### src/hdl/ascr_regs.svh
// Purpose: register offsets, field positions and timing counts
// Assumes: 50 MHz clock, 8-bit register index on the access port
// Notes: definitions only
`ifndef ASCR_REGS_SVH
`define ASCR_REGS_SVH

// ==========================================================
// register indices
`define ASCR_OFS_THRESH 8'h19
`define ASCR_OFS_SAMPLE 8'h1c
`define ASCR_OFS_TIMING 8'h1d
`define ASCR_OFS_ZERO 8'h1e

// ==========================================================
// writable masks (reserved bits read zero)
`define ASCR_MASK_THRESH 16'hffff
`define ASCR_MASK_SAMPLE 16'h0607
`define ASCR_MASK_TIMING 16'h03ff
`define ASCR_MASK_ZERO 16'h7fff

// ==========================================================
// field positions
`define ASCR_FLT_LSB 0
`define ASCR_OSR_LSB 9
`define ASCR_IVL_LSB 0
`define ASCR_CHN_LSB 6

// ==========================================================
// reset values
`define ASCR_RST_THRESH 16'hffff
`define ASCR_RST_SAMPLE 16'h0000
`define ASCR_RST_TIMING 16'h0000
`define ASCR_RST_ZERO 16'h0000

// ==========================================================
// timing
`define ASCR_CLK_MHZ 50
`define ASCR_CONV_US 2
`define ASCR_CONV_BASE 69
`define ASCR_CONV_CYC (`ASCR_CONV_US * `ASCR_CLK_MHZ)
`define ASCR_STBY_MS 20
`define ASCR_STBY_CYC (`ASCR_STBY_MS * 1000 * `ASCR_CLK_MHZ)

`endif

### src/hdl/ascr_pkg.sv
// Purpose: types shared by the configuration block
// Assumes: nothing beyond the register header
// Notes: sequencer states
package ascr_pkg;
    // sequencer states of the measurement loop
    typedef enum logic [1:0] {
        ASCR_IDLE = 2'b00,
        ASCR_CONV = 2'b01,
        ASCR_WAIT = 2'b10
    } ascr_state_t;
endpackage : ascr_pkg

### src/hdl/ascr_cfg.sv
// Purpose: configuration registers of a two-axis angle sensor
// Assumes: register port synchronous to clk_i; raw angle from CORDIC
// Notes: the sequencer only paces measurements, no analog model
//
// Notes on behaviour
// (RULE1) alarm high when angle exceeds threshold
// (RULE2) threshold shares angle code, 360 deg = 2^16
// (RULE3) alarm holds while angle stays above
// (RULE4) filter setting 3 bits at 2:0
// (RULE5) oversample select at 10:9, 32..256 samples
// (RULE6) conversion = (points + 69) * 2 us
// (RULE7) standby interval between measurements in loop modes
// (RULE8) each interval count adds 20 ms
// (RULE9) channel gate used when command omits channels
// (RULE10) each gate bit enables one channel
// (RULE11) zero register holds offset bits 15:1
// (RULE12) host writes two's complement of zero angle
// (RULE13) subtract zero reference before report and compare
// (RULE14) reserved bits read zero, ignore writes
`include "ascr_regs.svh"
module ascr_cfg import ascr_pkg::*; #(
    parameter int STBY_CYC = `ASCR_STBY_CYC
) (
    input wire logic clk_i,
    input wire logic rst_n_i,
    // register access port, one 16-bit register per index
    input wire logic [7:0] reg_addr_i,
    input wire logic reg_wr_i,
    input wire logic [15:0] reg_wdata_i,
    output logic [15:0] reg_rdata_o,
    // measurement control
    input wire logic loop_mode_i, // continuous or wake-up mode
    input wire logic single_i, // one-shot request pulse
    input wire logic [3:0] cmd_chan_i, // channels carried by command
    input wire logic [15:0] raw_angle_i,
    input wire logic raw_valid_i,
    output logic [15:0] angle_o,
    output logic alarm_o,
    output logic [3:0] chan_en_o,
    output logic converting_o,
    output logic meas_done_o
);
    // ======================================================
    // reset synchroniser
    logic rst_s1, rst_n; // two-stage release
    always_ff @(posedge clk_i or negedge rst_n_i) begin
        if (!rst_n_i) begin
            rst_s1 <= 1'b0;
            rst_n <= 1'b0;
        end else begin
            rst_s1 <= 1'b1;
            rst_n <= rst_s1;
        end
    end

    // ======================================================
    // register file
    logic [15:0] thresh; // alarm threshold, angle code
    logic [15:0] sample; // filter and oversample
    logic [15:0] timing; // interval and channel gate
    logic [15:0] zero; // offset bits 15:1 in 14:0

    // writes masked so reserved bits never store
    always_ff @(posedge clk_i or negedge rst_n) begin
        if (!rst_n) begin
            thresh <= `ASCR_RST_THRESH;
            sample <= `ASCR_RST_SAMPLE;
            timing <= `ASCR_RST_TIMING;
            zero <= `ASCR_RST_ZERO;
        end else if (reg_wr_i) begin
            case (reg_addr_i)
                // (RULE2) threshold raw code
                `ASCR_OFS_THRESH: begin
                    thresh <= reg_wdata_i & `ASCR_MASK_THRESH;
                end
                // (RULE4) filter and oversample
                `ASCR_OFS_SAMPLE: begin
                    sample <= reg_wdata_i & `ASCR_MASK_SAMPLE;
                end
                // (RULE7) interval and gate
                `ASCR_OFS_TIMING: begin
                    timing <= reg_wdata_i & `ASCR_MASK_TIMING;
                end
                // (RULE11) zero reference bits
                `ASCR_OFS_ZERO: begin
                    zero <= reg_wdata_i & `ASCR_MASK_ZERO;
                end
                default: begin
                    // unmapped index: write dropped
                end
            endcase
        end
    end

    // registered read data, unmapped reads as zero
    // (RULE14) reserved bits zero
    always_ff @(posedge clk_i or negedge rst_n) begin
        if (!rst_n) begin
            reg_rdata_o <= 16'h0000;
        end else begin
            case (reg_addr_i)
                `ASCR_OFS_THRESH: reg_rdata_o <= thresh;
                `ASCR_OFS_SAMPLE: reg_rdata_o <= sample;
                `ASCR_OFS_TIMING: reg_rdata_o <= timing;
                `ASCR_OFS_ZERO: reg_rdata_o <= zero;
                default: reg_rdata_o <= 16'h0000;
            endcase
        end
    end

    // ======================================================
    // field extraction
    logic [2:0] filter_setting;
    logic [1:0] oversample_select;
    logic [5:0] standby_interval;
    logic [3:0] channel_gate;
    assign filter_setting = sample[`ASCR_FLT_LSB +: 3];
    assign oversample_select = sample[`ASCR_OSR_LSB +: 2];
    assign standby_interval = timing[`ASCR_IVL_LSB +: 6];
    assign channel_gate = timing[`ASCR_CHN_LSB +: 4];

    // ======================================================
    // conversion length in 2 us units
    logic [9:0] osr_pts; // samples per measurement
    // 8 * 130 + 69 tops out at 1109, so these need 11 bits
    logic [10:0] adc_pts; // total ADC points
    logic [10:0] conv_units;
    // (RULE5) 32 shifted by oversample code
    assign osr_pts = 10'h020 << oversample_select;
    // (RULE6) points = 2^osr * (2^flt + 2), plus 69
    assign adc_pts = 11'((11'h001 << oversample_select)
        * ((11'h001 << filter_setting) + 11'h002));
    assign conv_units = adc_pts + 11'(`ASCR_CONV_BASE);

    // ======================================================
    // angle path
    logic [15:0] zero_ref; // stored bits with lsb zero
    logic [15:0] angle_corr;
    assign zero_ref = {zero[14:0], 1'b0};
    // (RULE13) add two's complement offset, mod 2^16
    assign angle_corr = raw_angle_i + zero_ref;

    // report and compare the corrected angle
    always_ff @(posedge clk_i or negedge rst_n) begin
        if (!rst_n) begin
            angle_o <= 16'h0000;
            alarm_o <= 1'b0;
        end else if (raw_valid_i) begin
            angle_o <= angle_corr;
            // (RULE1) strict greater-than compare
            // (RULE3) held until angle drops back
            alarm_o <= (angle_corr > thresh);
        end
    end

    // ======================================================
    // measurement sequencer
    ascr_state_t state, next_state;
    logic tmr_load, tmr_done;
    logic [10:0] tmr_units;

    ascr_timer #(
        .UNIT_CYC(`ASCR_CONV_CYC),
        .UW(11)
    ) u_conv_tmr (
        .clk_i(clk_i),
        .rst_n_i(rst_n),
        .load_i(tmr_load & (next_state == ASCR_CONV)),
        .units_i(tmr_units),
        .done_o(tmr_done),
        .busy_o()
    );

    logic stby_done;
    ascr_timer #(
        .UNIT_CYC(STBY_CYC),
        .UW(6)
    ) u_stby_tmr (
        .clk_i(clk_i),
        .rst_n_i(rst_n),
        .load_i(tmr_load & (next_state == ASCR_WAIT)),
        .units_i(standby_interval),
        .done_o(stby_done),
        .busy_o()
    );

    // next state and timer loads
    always_comb begin
        next_state = state;
        tmr_load = 1'b0;
        tmr_units = conv_units;
        case (state)
            ASCR_IDLE: begin
                if (loop_mode_i || single_i) begin
                    next_state = ASCR_CONV;
                    tmr_load = 1'b1;
                end
            end
            // (RULE6) wait out conversion time
            ASCR_CONV: begin
                if (tmr_done) begin
                    tmr_load = loop_mode_i;
                    // (RULE7) loop modes pause in standby
                    next_state = loop_mode_i ? ASCR_WAIT : ASCR_IDLE;
                end
            end
            // (RULE8) standby of interval times 20 ms
            ASCR_WAIT: begin
                if (stby_done) begin
                    next_state = loop_mode_i ? ASCR_CONV : ASCR_IDLE;
                    tmr_load = loop_mode_i;
                end
            end
            default: begin
                next_state = ASCR_IDLE;
            end
        endcase
    end

    // state register and registered status outputs
    always_ff @(posedge clk_i or negedge rst_n) begin
        if (!rst_n) begin
            state <= ASCR_IDLE;
            converting_o <= 1'b0;
            meas_done_o <= 1'b0;
        end else begin
            state <= next_state;
            converting_o <= (next_state == ASCR_CONV);
            meas_done_o <= (state == ASCR_CONV) && tmr_done;
        end
    end

    // channel enables latched at measurement start
    always_ff @(posedge clk_i or negedge rst_n) begin
        if (!rst_n) begin
            chan_en_o <= 4'h0;
        end else if (tmr_load && next_state == ASCR_CONV) begin
            // (RULE9) fall back to gate when none given
            // (RULE10) one bit per channel
            chan_en_o <= (cmd_chan_i != 4'h0) ? cmd_chan_i : channel_gate;
        end
    end

    // ======================================================
    // checks
    // (RULE1) alarm follows compare
    property p_alarm;
        @(posedge clk_i) disable iff (!rst_n)
        raw_valid_i |=> alarm_o == ($past(angle_corr) > $past(thresh));
    endproperty
    a_alarm: assert property (p_alarm) else $error("alarm mismatch"); // RULE1

    // (RULE13) angle corrected by offset
    property p_angle;
        @(posedge clk_i) disable iff (!rst_n)
        raw_valid_i |=> angle_o == 16'($past(raw_angle_i)
            + {$past(zero[14:0]), 1'b0});
    endproperty
    a_angle: assert property (p_angle) else $error("angle wrong"); // RULE13

    // (RULE3) alarm steady without new sample
    property p_hold;
        @(posedge clk_i) disable iff (!rst_n)
        !raw_valid_i |=> $stable(alarm_o);
    endproperty
    a_hold: assert property (p_hold) else $error("alarm moved"); // RULE3

    // (RULE14) reserved bits stay zero
    property p_rsvd;
        @(posedge clk_i) disable iff (!rst_n)
        (sample & ~`ASCR_MASK_SAMPLE) == 16'h0
            && (timing & ~`ASCR_MASK_TIMING) == 16'h0 && !zero[15];
    endproperty
    a_rsvd: assert property (p_rsvd) else $error("reserved set"); // RULE14

    // (RULE5) oversample points
    property p_osr;
        @(posedge clk_i) disable iff (!rst_n)
        oversample_select == 2'h3 |-> osr_pts == 10'd256;
    endproperty
    a_osr: assert property (p_osr) else $error("osr points"); // RULE5

    // (RULE6) minimum conversion length
    property p_conv;
        @(posedge clk_i) disable iff (!rst_n)
        $rose(converting_o) |-> converting_o [*8];
    endproperty
    a_conv: assert property (p_conv) else $error("conv short"); // RULE6

    // (RULE4) filter feeds points
    property p_flt;
        @(posedge clk_i) disable iff (!rst_n)
        sample[10:0] == 11'h000 |-> conv_units == 11'd72;
    endproperty
    a_flt: assert property (p_flt) else $error("filter points"); // RULE4

    // (RULE9) gate used when command empty
    property p_gate;
        @(posedge clk_i) disable iff (!rst_n)
        (tmr_load && next_state == ASCR_CONV && cmd_chan_i == 4'h0)
            |=> chan_en_o == $past(channel_gate);
    endproperty
    a_gate: assert property (p_gate) else $error("gate unused"); // RULE9
endmodule : ascr_cfg

### src/hdl/ascr_timer.sv
// Purpose: loadable down counter measuring units of a base period
// Assumes: base period count fits 32 bits
// Notes: done pulses one cycle when units are exhausted
module ascr_timer #(
    parameter int UNIT_CYC = 100,
    parameter int UW = 10
) (
    input wire logic clk_i,
    input wire logic rst_n_i,
    input wire logic load_i,
    input wire logic [UW-1:0] units_i,
    output logic done_o,
    output logic busy_o
);
    // ======================================================
    // counters
    logic [31:0] tick; // cycles left in current unit
    logic [UW-1:0] left; // units left

    // count cycles then units; zero units finish at once
    always_ff @(posedge clk_i or negedge rst_n_i) begin
        if (!rst_n_i) begin
            tick <= 32'h0;
            left <= '0;
            busy_o <= 1'b0;
            done_o <= 1'b0;
        end else begin
            done_o <= 1'b0;
            if (load_i) begin
                tick <= 32'(UNIT_CYC - 1);
                left <= units_i;
                busy_o <= 1'b1;
            end else if (busy_o) begin
                if (left == '0) begin
                    busy_o <= 1'b0;
                    done_o <= 1'b1;
                end else if (tick == 32'h0) begin
                    tick <= 32'(UNIT_CYC - 1);
                    left <= left - 1'b1;
                end else begin
                    tick <= tick - 32'h1;
                end
            end
        end
    end
endmodule : ascr_timer

### config.mk
export PLATFORM = sky130hd
export DESIGN_NAME = ascr_cfg
export DESIGN_NICKNAME = d
export VERILOG_FILES = /design/src/hdl/ascr_pkg.sv /design/src/hdl/ascr_cfg.sv /design/src/hdl/ascr_timer.sv
export VERILOG_INCLUDE_DIRS = /design/src /design/src/hdl
export SDC_FILE = /design/constraint.sdc
export NUM_CORES = 1
export LEC_CHECK = 0
export BUFFER_PORTS_ARGS = -buffer_cell sky130_fd_sc_hd__buf_2
export CORE_MARGIN = 3
export CORE_UTILIZATION = 50
export DETAILED_ROUTE_END_ITERATION = 16
export GPL_ROUTABILITY_DRIVEN = 0
export GPL_TIMING_DRIVEN = 0
export PLACE_DENSITY = 0.67
export SLEW_MARGIN = 20
export SYNTH_ARGS = -nofsm -noshare
export SYNTH_HDL_FRONTEND = slang
export SYNTH_SLANG_ARGS = --single-unit
### constraint.sdc
create_clock -name clk_i -period 5.75 [get_ports clk_i]
set_input_delay 0.2875 -clock clk_i [delete_from_list [all_inputs] [get_ports clk_i]]
set_output_delay 0.2875 -clock clk_i [all_outputs]
set_load 0.05 [all_outputs]
# After elaboration in Yosys (flattened, before gate mapping)
# Cells that the tools add are included.
[word_totals]
reg_bits = 174
inputBits = 50
output_inout_bits = 39
[op_classes]
add_sub_neg = 7
mul = 1
order_cmp = 1
eq_ne = 10
shifts = 2
mux = 40
n_bitwise = 2
n_reduce_logical = 21
[ops]
columns = ["operator", "count"]
rows = [
  ["2-to-1 mux 32 bit", 8],
  ["logical NOT 32 bit", 2],
  ["case mux 16 bit (4 select lines)", 1],
  ["subtractor 32 x 1 -> 32 bit, second input constant", 2],
  ["2-to-1 mux 11 bit", 4],
  ["equality test 8 x 5 -> 1 bit, second input constant", 4],
  ["2-to-1 mux 6 bit", 4],
  ["adder 16 bit", 1],
  ["> comparator 16 bit", 1],
  ["2-to-1 mux 1 bit", 16],
  ["AND reduction 2 bit", 6],
  ["adder 11 x 2 -> 11 bit, second input constant", 1],
  ["adder 11 x 7 -> 11 bit, second input constant", 1],
  ["logical NOT 11 bit", 1],
  ["multiplier 11 x 11 -> 11 bit", 1],
  ["<< shifter 1 x 2 -> 11 bit, first input constant", 1],
  ["<< shifter 1 x 3 -> 11 bit, first input constant", 1],
  ["subtractor 11 x 1 -> 11 bit, second input constant", 1],
  ["2-to-1 mux 2 bit", 4],
  ["nonzero test 2 bit", 4],
  ["logical NOT 6 bit", 1],
  ["case mux 2 bit (3 select lines)", 1],
  ["AND reduction 3 bit", 2],
  ["subtractor 6 x 1 -> 6 bit, second input constant", 1],
  ["10 further kinds", 15],
]

# Logic depth before layout (Yosys ltp)
# Gate-level depths: netlist of the first run.
[depth]
word_depth = 7
depth_mapped = 18

# By module
# Synthesis of the first run repeated with hierarchy kept, for this count alone.
[hier_totals]
hier_cells = 1106
hier_area_um2 = 11134.4
[by_module_without_submodules]
columns = ["module", "instances", "cells_per_inst", "area_per_inst_um2", "seq_area_each_um2"]
rows = [
  ["ascr_cfg", 1, 608, 6259.8, 2247.2],
  ["ascr_timer at u_conv_tmr", 1, 269, 2677.6, 1126.1],
  ["ascr_timer at u_stby_tmr", 1, 229, 2197.1, 1001.0],
]

# Least setup slack after synthesis of the first run
# No wires, ideal clock.
[synth_path]
path_kind = "register -> register"
start = "register sample[2]"
end = "register u_conv_tmr.left[9]"
t_arrival_ns = 4.441
required_ns = 5.667
slack_ns = 1.226
path_stages_with_launch = 18
n_path_buf = 1
period_less_slack_ns = 4.524
path_cell_list = "dfrtp_1 -> clkbuf_1 -> or3b_2 -> or3_1 -> fa_1 -> inv_1 -> ha_1 -> ha_1 -> inv_1 -> fa_1 -> inv_1 -> ha_1 -> and3b_1 -> o211ai_1 -> nand2_1 -> a2111oi_0 -> o31ai_1 -> o21ai_0"
[synth_between]
elab_chain_cells = 5
[synth_rtl]
columns = ["item", "line_no", "source"]
rows = [
  ["start, declared", "ascr_cfg.sv:59", "logic [15:0] sample;"],
  ["start signal, assigned", "ascr_cfg.sv:67", "sample <= `ASCR_RST_SAMPLE;"],
  ["start signal, assigned", "ascr_cfg.sv:78", "sample <= reg_wdata_i & `ASCR_MASK_SAMPLE;"],
  ["<< shifter 1 x 3 -> 11 bit", "ascr_cfg.sv:132", "* ((11'h001 << filter_setting) + 11'h002));"],
  ["adder 11 x 2 -> 11 bit", "ascr_cfg.sv:132", ""],
  ["multiplier 11 x 11 -> 11 bit", "ascr_cfg.sv:132", ""],
  ["adder 11 x 7 -> 11 bit", "ascr_cfg.sv:133", "assign conv_units = adc_pts + 11'(`ASCR_CONV_BASE);"],
  ["2-to-1 mux 11 bit", "ascr_timer.sv:29", "if (load_i) begin"],
  ["end signal, assigned", "ascr_timer.sv:31", "left <= units_i;"],
  ["end signal, assigned", "ascr_timer.sv:39", "left <= left - 1'b1;"],
  ["end, declared", "ascr_timer.sv:18", "logic [UW-1:0] left;"],
]
# Every way passes these cells.
# A chain may end at the register's enable or synchronous reset.

# Final worst setup path of the first run
[layout_path]
start = "register sample[2]"
end = "register u_conv_tmr.left[10]"
# Same word-level chain as after synthesis.

==> results.json, run 1 <==
{
  "power_mw": 2.85,
  "die_h_um": 152,
  "synth_edf_count": 0,
  "internal_power_mw": 2.10,
  "synth_adder_area_share": 0.115,
  "tritoncts": "yes",
  "cts.path.max_buffers": 2,
  "synth_xor_area_frac": 0.0352,
  "ys_seq_elements": 174,
  "num_rows": 52,
  "clkLatencyLatePin_ps": 430,
  "rsz0062_at_grt": "false",
  "critPathCaptureType": "register",
  "cts_resized": 0,
  "synth-compound-area-share": 0.124,
  "worst_path_max_delay_cell": "or3b_2",
  "fmax_mhz": 200,
  "drcViolationCount": 0,
  "die_area_um2": 23200,
  "synth_top_family_by_area": "simple AND/OR/NAND/NOR gates",
  "grt_pass1_vias": 8518,
  "worstPathCellList": "clkbuf_1 > or3b_2 > or3_1 > fa_1 > inv_1 > ha_1 > ha_1 > ha_1 > inv_1 > fa_1 > inv_1 > ha_1 > inv_1 > o21ai_0 > a2111oi_0 > nor3_1 > xnor2_1 > o21ai_0",
  "cts_htree_levels": 4,
  "clock_skew_ps": 9.29,
  "synth_area_leader_cell": "dfrtp_1",
  "via_count": 8786,
  "synth_top_area_frac": 0.370,
  "total_leakage_power_nw": 5.37,
  "grt_pass1_wl_um": 42900,
  "synthSimpleGateAreaFrac": 0.201,
  "netlist_instances": 1118,
  "ant_nets": 0,
  "layout.nets": 1367,
  "status": "finished, final reports clean",
  "postSynth.asyncResetShare": 1.00,
  "grt_usage": 0.223,
  "pwr-share-clk": 0.422,
  "post-place-ws_ps": 742,
  "port_buffers": 86,
  "root_buffer": "clkbuf_16",
  "setup_viol": 0,
  "max_stage_delay_ps": 530,
  "ys_warn_count": 0,
  "grt_overflow": 0,
  "core_area_um2": 20600,
  "slew_headroom": 0.232,
  "firstDrtPassIters": 5,
  "power.density_nw_per_um2": 234,
  "synth_cell_types": 68,
  "dp_hpwl_um": 19000,
  "synthMuxAreaShare": 0.0737,
  "ir_worst_vdd_mv": 0.177,
  "cts.clk_slew.worst_paths_ps": 70,
  "period_minus_slack_ps": 4990,
  "pwr-share-seq": 0.456,
  "cts_hold_buf": 1,
  "die_x_um": 152,
  "synth_area_um2": 10700,
  "slew_viol_final": 0,
  "post-cts-setup-buffers": 0,
  "clock-sinks": 174,
  "finalHoldViolCount": 0,
  "layout-drive-gt1-share": 0.168,
  "swShare": 0.264,
  "hp-class": "input port to register",
  "finalWirelength_um": 25700,
  "cap_viol_max_count": 0,
  "ios": 89,
  "fin_crit_sh": 0.868,
  "startpoint_type": "register",
  "path_max_fanout": 10,
  "grt_max_degree": 47,
  "initial_core_util": 0.519,
  "ys_top_cells_by_area": "dfrtp_1 37%, ha_1 8.7%, mux2_2 4.8%",
  "tightest_slew_ps": 1140,
  "crit_family": "adder cells",
  "post-route-util": 0.590,
  "power.switching_uw": 751,
  "post_drt_wl_per_cell_um": 17.0,
  "critPathBufInv": 5,
  "syn_avg_cell_area_um2": 9.57,
  "synth-seq-area-share": 0.409,
  "cts_buffers": 17,
  "synth_flop_cell": "dfrtp_1",
  "setup_ws_ps": 761,
  "viasPerCell": 5.81,
  "critical_path_class": "register to register",
  "antenna_found_initial": 3,
  "drt_iter0_markers": 592,
  "cp.required_ps": 6050,
  "syn2layout_area_growth_pct": 13.8,
  "critPathArrivalTime_ps": 5290,
  "comb_power_share": 0.122
}
placed cells by master (no fill, tap or decap), types with 10 or more instances in the layout:
cell type,instances
mux2i_1,27
a21oi_1,53
nor4_1,23
or2_2,13
nand2b_1,11
xnor2_1,30
mux2_2,46
or3_1,48
o21ai_0,73
clkbuf_16,17
xor2_1,13
nand3_1,36
nor3_1,49
inv_1,72
buf_2,87
nor2_1,74
fa_1,15
dfstp_2,16
clkbuf_1,44
nand4_1,10
dfrtp_1,157
nand2_1,74
or4_1,12
ha_1,74
o21a_1,12
power by group through the flow:
stage          Combinational, mW  Sequential [mW]  Clock [mW]
3_3_place_gp               0.318             1.34           0
6_report                   0.348             1.30        1.20
5_1_grt                    0.385             1.30        1.28
4_1_cts                    0.353             1.30        1.22
3_5_place_dp               0.347             1.32           0
2_1_floorplan              0.165             1.39           0
through the flow:
| stage | setup TNS (ps) | hold WS [ps] | area (um2) | std cells |
|---|---|---|---|---|
| 3_3_place_gp | -248150 | 73.3 | 11500 | 1475 |
| 4_1_cts | 0 | 55.0 | 12200 | 1511 |
| 2_1_floorplan | 0 | -8.09 | 10700 | 1119 |
| 3_5_place_dp | 0 | 74.2 | 11600 | 1478 |
| 5_1_grt | 0 | 66.3 | 12200 | 1512 |
| 6_report | 0 | 60.7 | 12200 | 1512 |
synthesized netlist by cell type (all sizes together) (3+ instances only):
cell     number
nor4b         5
mux2i        27
nand2b       11
nand3b        9
o21a         12
a22oi         5
a211oi        3
o41ai         3
buf           4
inv          72
or4          17
nand3        36
fa           15
a311oi        5
a21o          9
o21bai        3
nor3         49
and3          7
dfstp        16
clkbuf       42
or3          51
xor2         13
or2          14
mux2         46
or3b          3
nor4         24
and2          3
nand4        10
a2111oi       3
nand2        74
nor2         74
o21ai        74
o31a          3
a22o          5
nor3b         4
nand4b        4
o31ai         5
dfrtp       158
ha           74
a21oi        53
o211ai        9
a31oi         8
xnor2        30
nor2b         7
cell type report:
cell class                      instances  area (um2)
Fill cell                            1813        8450
Multi-Input combinational cell        827        5880
Sequential cell                       174        4380
Timing Repair Buffer                   90         523
Clock buffer                           20         447
Tap cell                              270         338
Inverter                               72         270
Buffer                                 46         178
Clock inverter                         12         158
Antenna cell                            1        2.50
final timing paths:
| path | from | to | slack (ps) | cells past startpoint |
|---|---|---|---|---|
| setup reg to reg | sample[2] | u_conv_tmr.left[10] | 760 | 18 |
| setup / recovery | sample[2] | u_conv_tmr.left[10] | 760 | 18 |
| hold reg to reg | rst_n | sample[2] | 310 | 0 |
| max in group asynchronous | rst_n | thresh[3] | 4470 | 2 |
| hold / removal | reg_wdata_i[15] | thresh[15] | 60 | 3 |
| min in group asynchronous | rst_n_i | rst_n | 160 | 2 |
worst reg2reg max path: cells and delay by family, from the launching register on:
| family | cells | cell delay (ps) |
|---|---|---|
| fa+ha+maj | 6 | 2080 |
| xor+xnor | 1 | 270 |
| compound gates | 3 | 630 |
| buf+inv | 5 | 540 |
| simple gates | 3 | 1010 |
| flops | 1 | 340 |
cell families after synthesis:
group,after synthesis
other cells,2
fa+ha+maj,89
compound gates,214
mux,73
simple gates,405
buf+inv,118
flops,174
xor+xnor,43
sequential cells by signal (all words and copies together) (netlist names):
register           flops
timing                10
u_conv_tmr.busy_o      1
sample                 5
alarm_o                1
state                  2
u_conv_tmr.tick       32
chan_en_o              4
meas_done_o            1
u_stby_tmr.busy_o      1
angle_o               16
u_conv_tmr.done_o      1
u_stby_tmr.left        6
rst_n                  1
thresh                16
u_stby_tmr.tick       32
u_conv_tmr.left       11
zero                  15
rst_s1                 1
reg_rdata_o           16
u_stby_tmr.done_o      1
converting_o           1
routing by layer:
layer	global-route usage	vias up	routed length (um)
met1	0.305	4237	11700
met3	0.0395	46	1220
li1	-	4256	-
met2	0.358	243	12000
met5	0	-	23
met4	0.0775	4	702
Power figures use the tool's default switching activity.
==> run 2: changes to the inputs <==
- BUFFER_PORTS_ARGS: -buffer_cell sky130_fd_sc_hd__buf_2 -> -buffer_cell sky130_fd_sc_hd__buf_4
- CAP_MARGIN: unset -> 15
==> run 2 against run 1 <==
Compared with the run above: combinational power rose by 5.7%; core utilization rose by 1.1 points; flip-flop and latch count did not move; sequential share of layout area fell by 0.66 points; sequential power barely moved; largest cell class unchanged; highest routed layer is now met4; cell count barely moved; largest power group unchanged; global-route usage rose by 0.12 points; clock skew rose by 3.4 ps; register-to-register slack improved by 70 ps; clock-buffer cell count fell by 2; clock power barely moved.
==> results.json, run 2 (synthesis results as in run 1) <==
{
  "power.switching_uw": 779,
  "cp.required_ps": 6060,
  "num_rows": 52,
  "syn2layout_area_growth_pct": 15.9,
  "critPathBufInv": 5,
  "root_buffer": "clkbuf_16",
  "max_stage_delay_ps": 530,
  "post_drt_wl_per_cell_um": 17.1,
  "tritoncts": "yes",
  "cts_buffers": 17,
  "finalHoldViolCount": 0,
  "worst_path_max_delay_cell": "or3b_2",
  "pwr-share-clk": 0.425,
  "grt_max_degree": 51,
  "register_area_um2": 4380,
  "power.density_nw_per_um2": 234,
  "post-place-ws_ps": 779,
  "layout-drive-gt1-share": 0.171,
  "r2r-end": "u_conv_tmr.left[10]",
  "die_h_um": 152,
  "startpoint_type": "register",
  "critPathCaptureType": "register",
  "largestRegisters": "u_conv_tmr.tick (32), u_stby_tmr.tick (32)",
  "finalWirelength_um": 25900,
  "initial_core_util": 0.519,
  "status": "finished, final reports clean",
  "path_depth": 18,
  "clkLatencyLatePin_ps": 430,
  "path_max_fanout": 10,
  "port_buffers": 86,
  "period_minus_slack_ps": 4910,
  "comb_power_share": 0.127,
  "setup_viol": 0,
  "drcViolationCount": 0,
  "nFillCells": 1792,
  "grt_overflow": 0,
  "hp-class": "input port to register",
  "core_area_um2": 20600,
  "swShare": 0.268,
  "via_count": 8704,
  "hold_slack_ps": 75.4,
  "r2r_slack_ps": 840,
  "slew_viol_final": 0,
  "total_leakage_power_nw": 5.43,
  "fmax_mhz": 203,
  "tightest_slew_ps": 1060,
  "grt_pass1_wl_um": 43200,
  "cp-endpoint": "u_conv_tmr.left[10]",
  "dp_hpwl_um": 19200,
  "clock-sinks": 174,
  "cts.path.max_buffers": 2,
  "ios": 89,
  "firstDrtPassIters": 5,
  "setup_ws_ps": 835,
  "clock_skew_ps": 12.7,
  "cts.clk_slew.worst_paths_ps": 70,
  "ant_nets": 0,
  "critPathLaunch": "sample[2]",
  "grt_pass1_vias": 8600,
  "rsz0062_at_grt": "false",
  "grt_usage": 0.224,
  "ir_worst_vdd_mv": 0.201,
  "layout.nets": 1367,
  "viasPerCell": 5.76,
  "multi_input_area_um2": 5890,
  "antenna_found_initial": 0,
  "critical_path_class": "register to register",
  "power_mw": 2.90,
  "fin_cells": 1511,
  "pwr-share-seq": 0.448,
  "slew_headroom": 0.290,
  "die_area_um2": 23200,
  "critPathArrivalTime_ps": 5220,
  "crit_family": "adder cells",
  "rr_worst_depth": 18,
  "drt_iter0_markers": 491,
  "internal_power_mw": 2.12,
  "fin_crit_sh": 0.855,
  "cts_htree_levels": 4,
  "tns_ps": 0,
  "cap_viol_max_count": 0,
  "r2r_start": "sample[2]",
  "dp.cells": 1478,
  "die_x_um": 152,
  "worstPathCellList": "clkbuf_1 > or3b_2 > or3_1 > fa_1 > inv_1 > ha_1 > ha_1 > ha_1 > inv_1 > fa_1 > inv_1 > ha_1 > inv_1 > o21ai_0 > a2111oi_0 > nor3_1 > xnor2_1 > o21ai_0",
  "num_antenna_cells": 0,
  "layout_common_cells": "157 x dfrtp_1, 87 x buf_4, 74 x nor2_1, 74 x nand2_1, 74 x ha_1",
  "final_common_cell": "dfrtp_1"
}
## run 2: final cells by class
cell class | count | share of cell area
buffer | 46 | 0.0143
clock buffer | 18 | 0.0354
tap | 270 | 0.0272
clock inverter | 14 | 0.0145
sequential | 174 | 0.353
timing repair buffer | 90 | 0.0589
inverter | 72 | 0.0218
multi-input combinational | 827 | 0.475
## run 2: metal layers
| metal | wire, um | track usage |
|---|---|---|
| met3 | 1190 | 0.0460 |
| met5 | 0 | 0 |
| met4 | 610 | 0.0638 |
| met1 | 11800 | 0.300 |
| met2 | 12300 | 0.371 |
## run 2: power by group through the flow
stage	Clock, mW	Sequential [mW]	Combinational (mW)
after floorplan	0	1.39	0.165
after global placement	0	1.34	0.338
after detailed placement	0	1.32	0.367
after CTS	1.25	1.30	0.371
after global routing	1.30	1.31	0.407
final	1.23	1.30	0.368
## run 2: worst min-delay path: cells and delay by family
kind	cells	cell delay, ps
AO/OA/AOI/OAI	1	60
buffers and inverters	1	80
AND/OR/NAND/NOR	1	40
## run 2: how the worst min path moves through the flow
| stage | startpoint | endpoint | slack (ps) | cells after the start |
|---|---|---|---|---|
| floorplan | rst_n_i | rst_n | -8 | 0 |
| global placement | rst_n_i | rst_s1 | 70 | 1 |
| detailed placement | rst_n_i | rst_n | 70 | 1 |
| CTS | reg_wdata_i[15] | thresh[15] | 60 | 3 |
| global route | reg_wdata_i[15] | thresh[15] | 80 | 3 |
| finish | reg_wdata_i[15] | thresh[15] | 80 | 3 |
## run 2: metrics by stage
step | util | instance area [um2]
detailed placement | 0.570 | 11800
global route | 0.601 | 12400
global placement | 0.567 | 11700
floorplan | - | 10700
finish | 0.601 | 12400
CTS | 0.601 | 12400
## run 2: repair_timing
action / in CTS / in global routing
endpoints found under the hold margin: 2 / 0
resized for setup: 0 / 0
hold buffers: 1 / 0
buffers inserted: 0 / 0
==> run 3: changes to the inputs <==
- CTS_CLUSTER_DIAMETER: unset -> 60
- CTS_CLUSTER_SIZE: unset -> 24
- PLACE_DENSITY: 0.67 -> 0.65
==> run 3 against run 2 <==
Compared with the run above: die area did not move; first-iteration DRC count rose by 10%; non-clock buffer count did not move; critical path depth did not move; total power fell by 2.7%; cell count barely moved; final area fell by 0.32%; register-to-register slack got worse by 170 ps; critical endpoint unchanged; largest power group unchanged.
==> results.json, run 3 (synthesis results as in run 1) <==
{
  "critPathBufInv": 5,
  "setup_ws_ps": 668,
  "critPathCaptureType": "register",
  "port_buffers": 86,
  "crit_family": "adder cells",
  "die_h_um": 152,
  "fmax_mhz": 197,
  "cts_htree_levels": 4,
  "rr_worst_depth": 18,
  "syn2layout_area_growth_pct": 15.5,
  "slew_viol_final": 0,
  "tritoncts": "yes",
  "grt_overflow": 0,
  "drcViolationCount": 0,
  "setup_viol": 0,
  "antenna_found_initial": 0,
  "cap_viol_max_count": 0,
  "post-route-util": 0.599,
  "grt_max_degree": 55,
  "period_minus_slack_ps": 5080,
  "min_from": "reg_wdata_i[15]",
  "startpoint_type": "register",
  "worstPathCellList": "clkbuf_1 > or3b_2 > or3_1 > fa_1 > inv_1 > ha_1 > ha_1 > ha_1 > inv_1 > fa_1 > inv_1 > ha_1 > inv_1 > o21ai_0 > a2111oi_0 > nor3_1 > xnor2_1 > o21ai_0",
  "num_antenna_cells": 0,
  "num_rows": 52,
  "layout.nets": 1367,
  "layout_common_cells": "157 x dfrtp_1, 87 x buf_4, 74 x nor2_1, 74 x nand2_1, 74 x ha_1",
  "finalWirelength_um": 26200,
  "ios": 89,
  "firstDrtPassIters": 5,
  "tns_ps": 0,
  "clkLatencyLatePin_ps": 440,
  "fin_cells": 1510,
  "cts.path.max_buffers": 2,
  "placedInstanceArea_um2": 11800,
  "ir_worst_vdd_mv": 0.202,
  "cp.required_ps": 6040,
  "post-place-ws_ps": 657,
  "slew_headroom": 0.390,
  "final_common_cell": "dfrtp_1",
  "critical_path_class": "register to register",
  "critPathArrivalTime_ps": 5380,
  "die_x_um": 152,
  "grt_pass1_wl_um": 44200,
  "clock_skew_ps": 11.6,
  "initial_core_util": 0.519,
  "via_count": 8720,
  "fin_crit_sh": 0.884,
  "worst_path_max_delay_cell": "or3b_2",
  "min_to": "thresh[15]",
  "finalHoldViolCount": 0,
  "largestRegisters": "u_conv_tmr.tick (32), u_stby_tmr.tick (32)",
  "post_drt_wl_per_cell_um": 17.3,
  "clock-sinks": 174,
  "power_mw": 2.82,
  "cts_resized": 0,
  "drt_iter0_markers": 542,
  "cts_buffers": 17,
  "viasPerCell": 5.77,
  "max_stage_delay_ps": 540,
  "layout-drive-gt1-share": 0.169,
  "ant_nets": 0,
  "grt_usage": 0.230,
  "cts.clk_slew.worst_paths_ps": 60,
  "dp.cells": 1478,
  "grt_pass1_vias": 8747,
  "rsz0062_at_grt": "false",
  "total_leakage_power_nw": 5.42,
  "core_area_um2": 20600,
  "hold_slack_ps": 71.1,
  "tightest_slew_ps": 911,
  "fin_area_um2": 12400,
  "status": "finished, final reports clean",
  "post-cts-setup-buffers": 0,
  "r2r-end": "u_conv_tmr.left[10]",
  "path_max_fanout": 10,
  "min_delay_path_depth": 3,
  "hp-class": "input port to register",
  "root_buffer": "clkbuf_16",
  "r2r_slack_ps": 670,
  "power.density_nw_per_um2": 228,
  "die_area_um2": 23200,
  "dp_hpwl_um": 19500,
  "r2r_start": "sample[2]"
}
[run 3: cell types whose count changed in the layout (fill, tap and decap cells not counted)]
cell        previous run  this run
clkbuf_1              42        45
inv_8                  3         0
clkinvlp_4             2         0
bufinv_16              3         2
clkbuf_8               1         2
clkinv_4               1         2
nor3_1                49        48
nor3_2                 0         1
[run 3: cell type report]
type	count	area [um2]
plain buffers	46	178
fillers	1794	8260
well taps	270	338
multi-input cells	827	5890
clock inverters	9	110
inverters	72	270
flip-flops and latches	174	4380
repair buffers	90	731
clock buffers	22	464
[run 3: per-layer routing]
| layer | GRT usage | vias up | part of all wire |
|---|---|---|---|
| li1 | - | 4249 | - |
| met1 | 0.314 | 4257 | 0.46 |
| met2 | 0.383 | 194 | 0.48 |
| met3 | 0.0503 | 20 | 0.046 |
| met4 | 0.0441 | 0 | 0.011 |
| met5 | 0 | - | 0 |
[run 3: power by group]
group          internal [mW]  switching (mW)
combinational          0.147           0.221
sequential              1.27          0.0302
clock                  0.663           0.492
total                   2.08           0.744
[run 3: timing repair]
item                                    4_1_cts  5_1_grt
endpoints found under the hold margin         2        0
hold buffers                                  1        0
endpoints found under the setup margin        0        0
[run 3: worst max path at each step]
stage	startpoint	to	slack, ps	depth (start not counted)
finish	sample[2]	u_conv_tmr.left[10]	670	18
global route	sample[2]	u_conv_tmr.left[10]	330	18
CTS	sample[2]	u_conv_tmr.left[10]	640	18
detailed placement	sample[2]	u_conv_tmr.left[10]	660	18
global placement	rst_n	u_stby_tmr.tick[11]	-1600	0
floorplan	rst_n	alarm_o	570	0
[run 3: tightest hold or removal path, stage by stage]
cell     delay [ps]
buf_4            80
nand2_1          30
o21ai_0          70
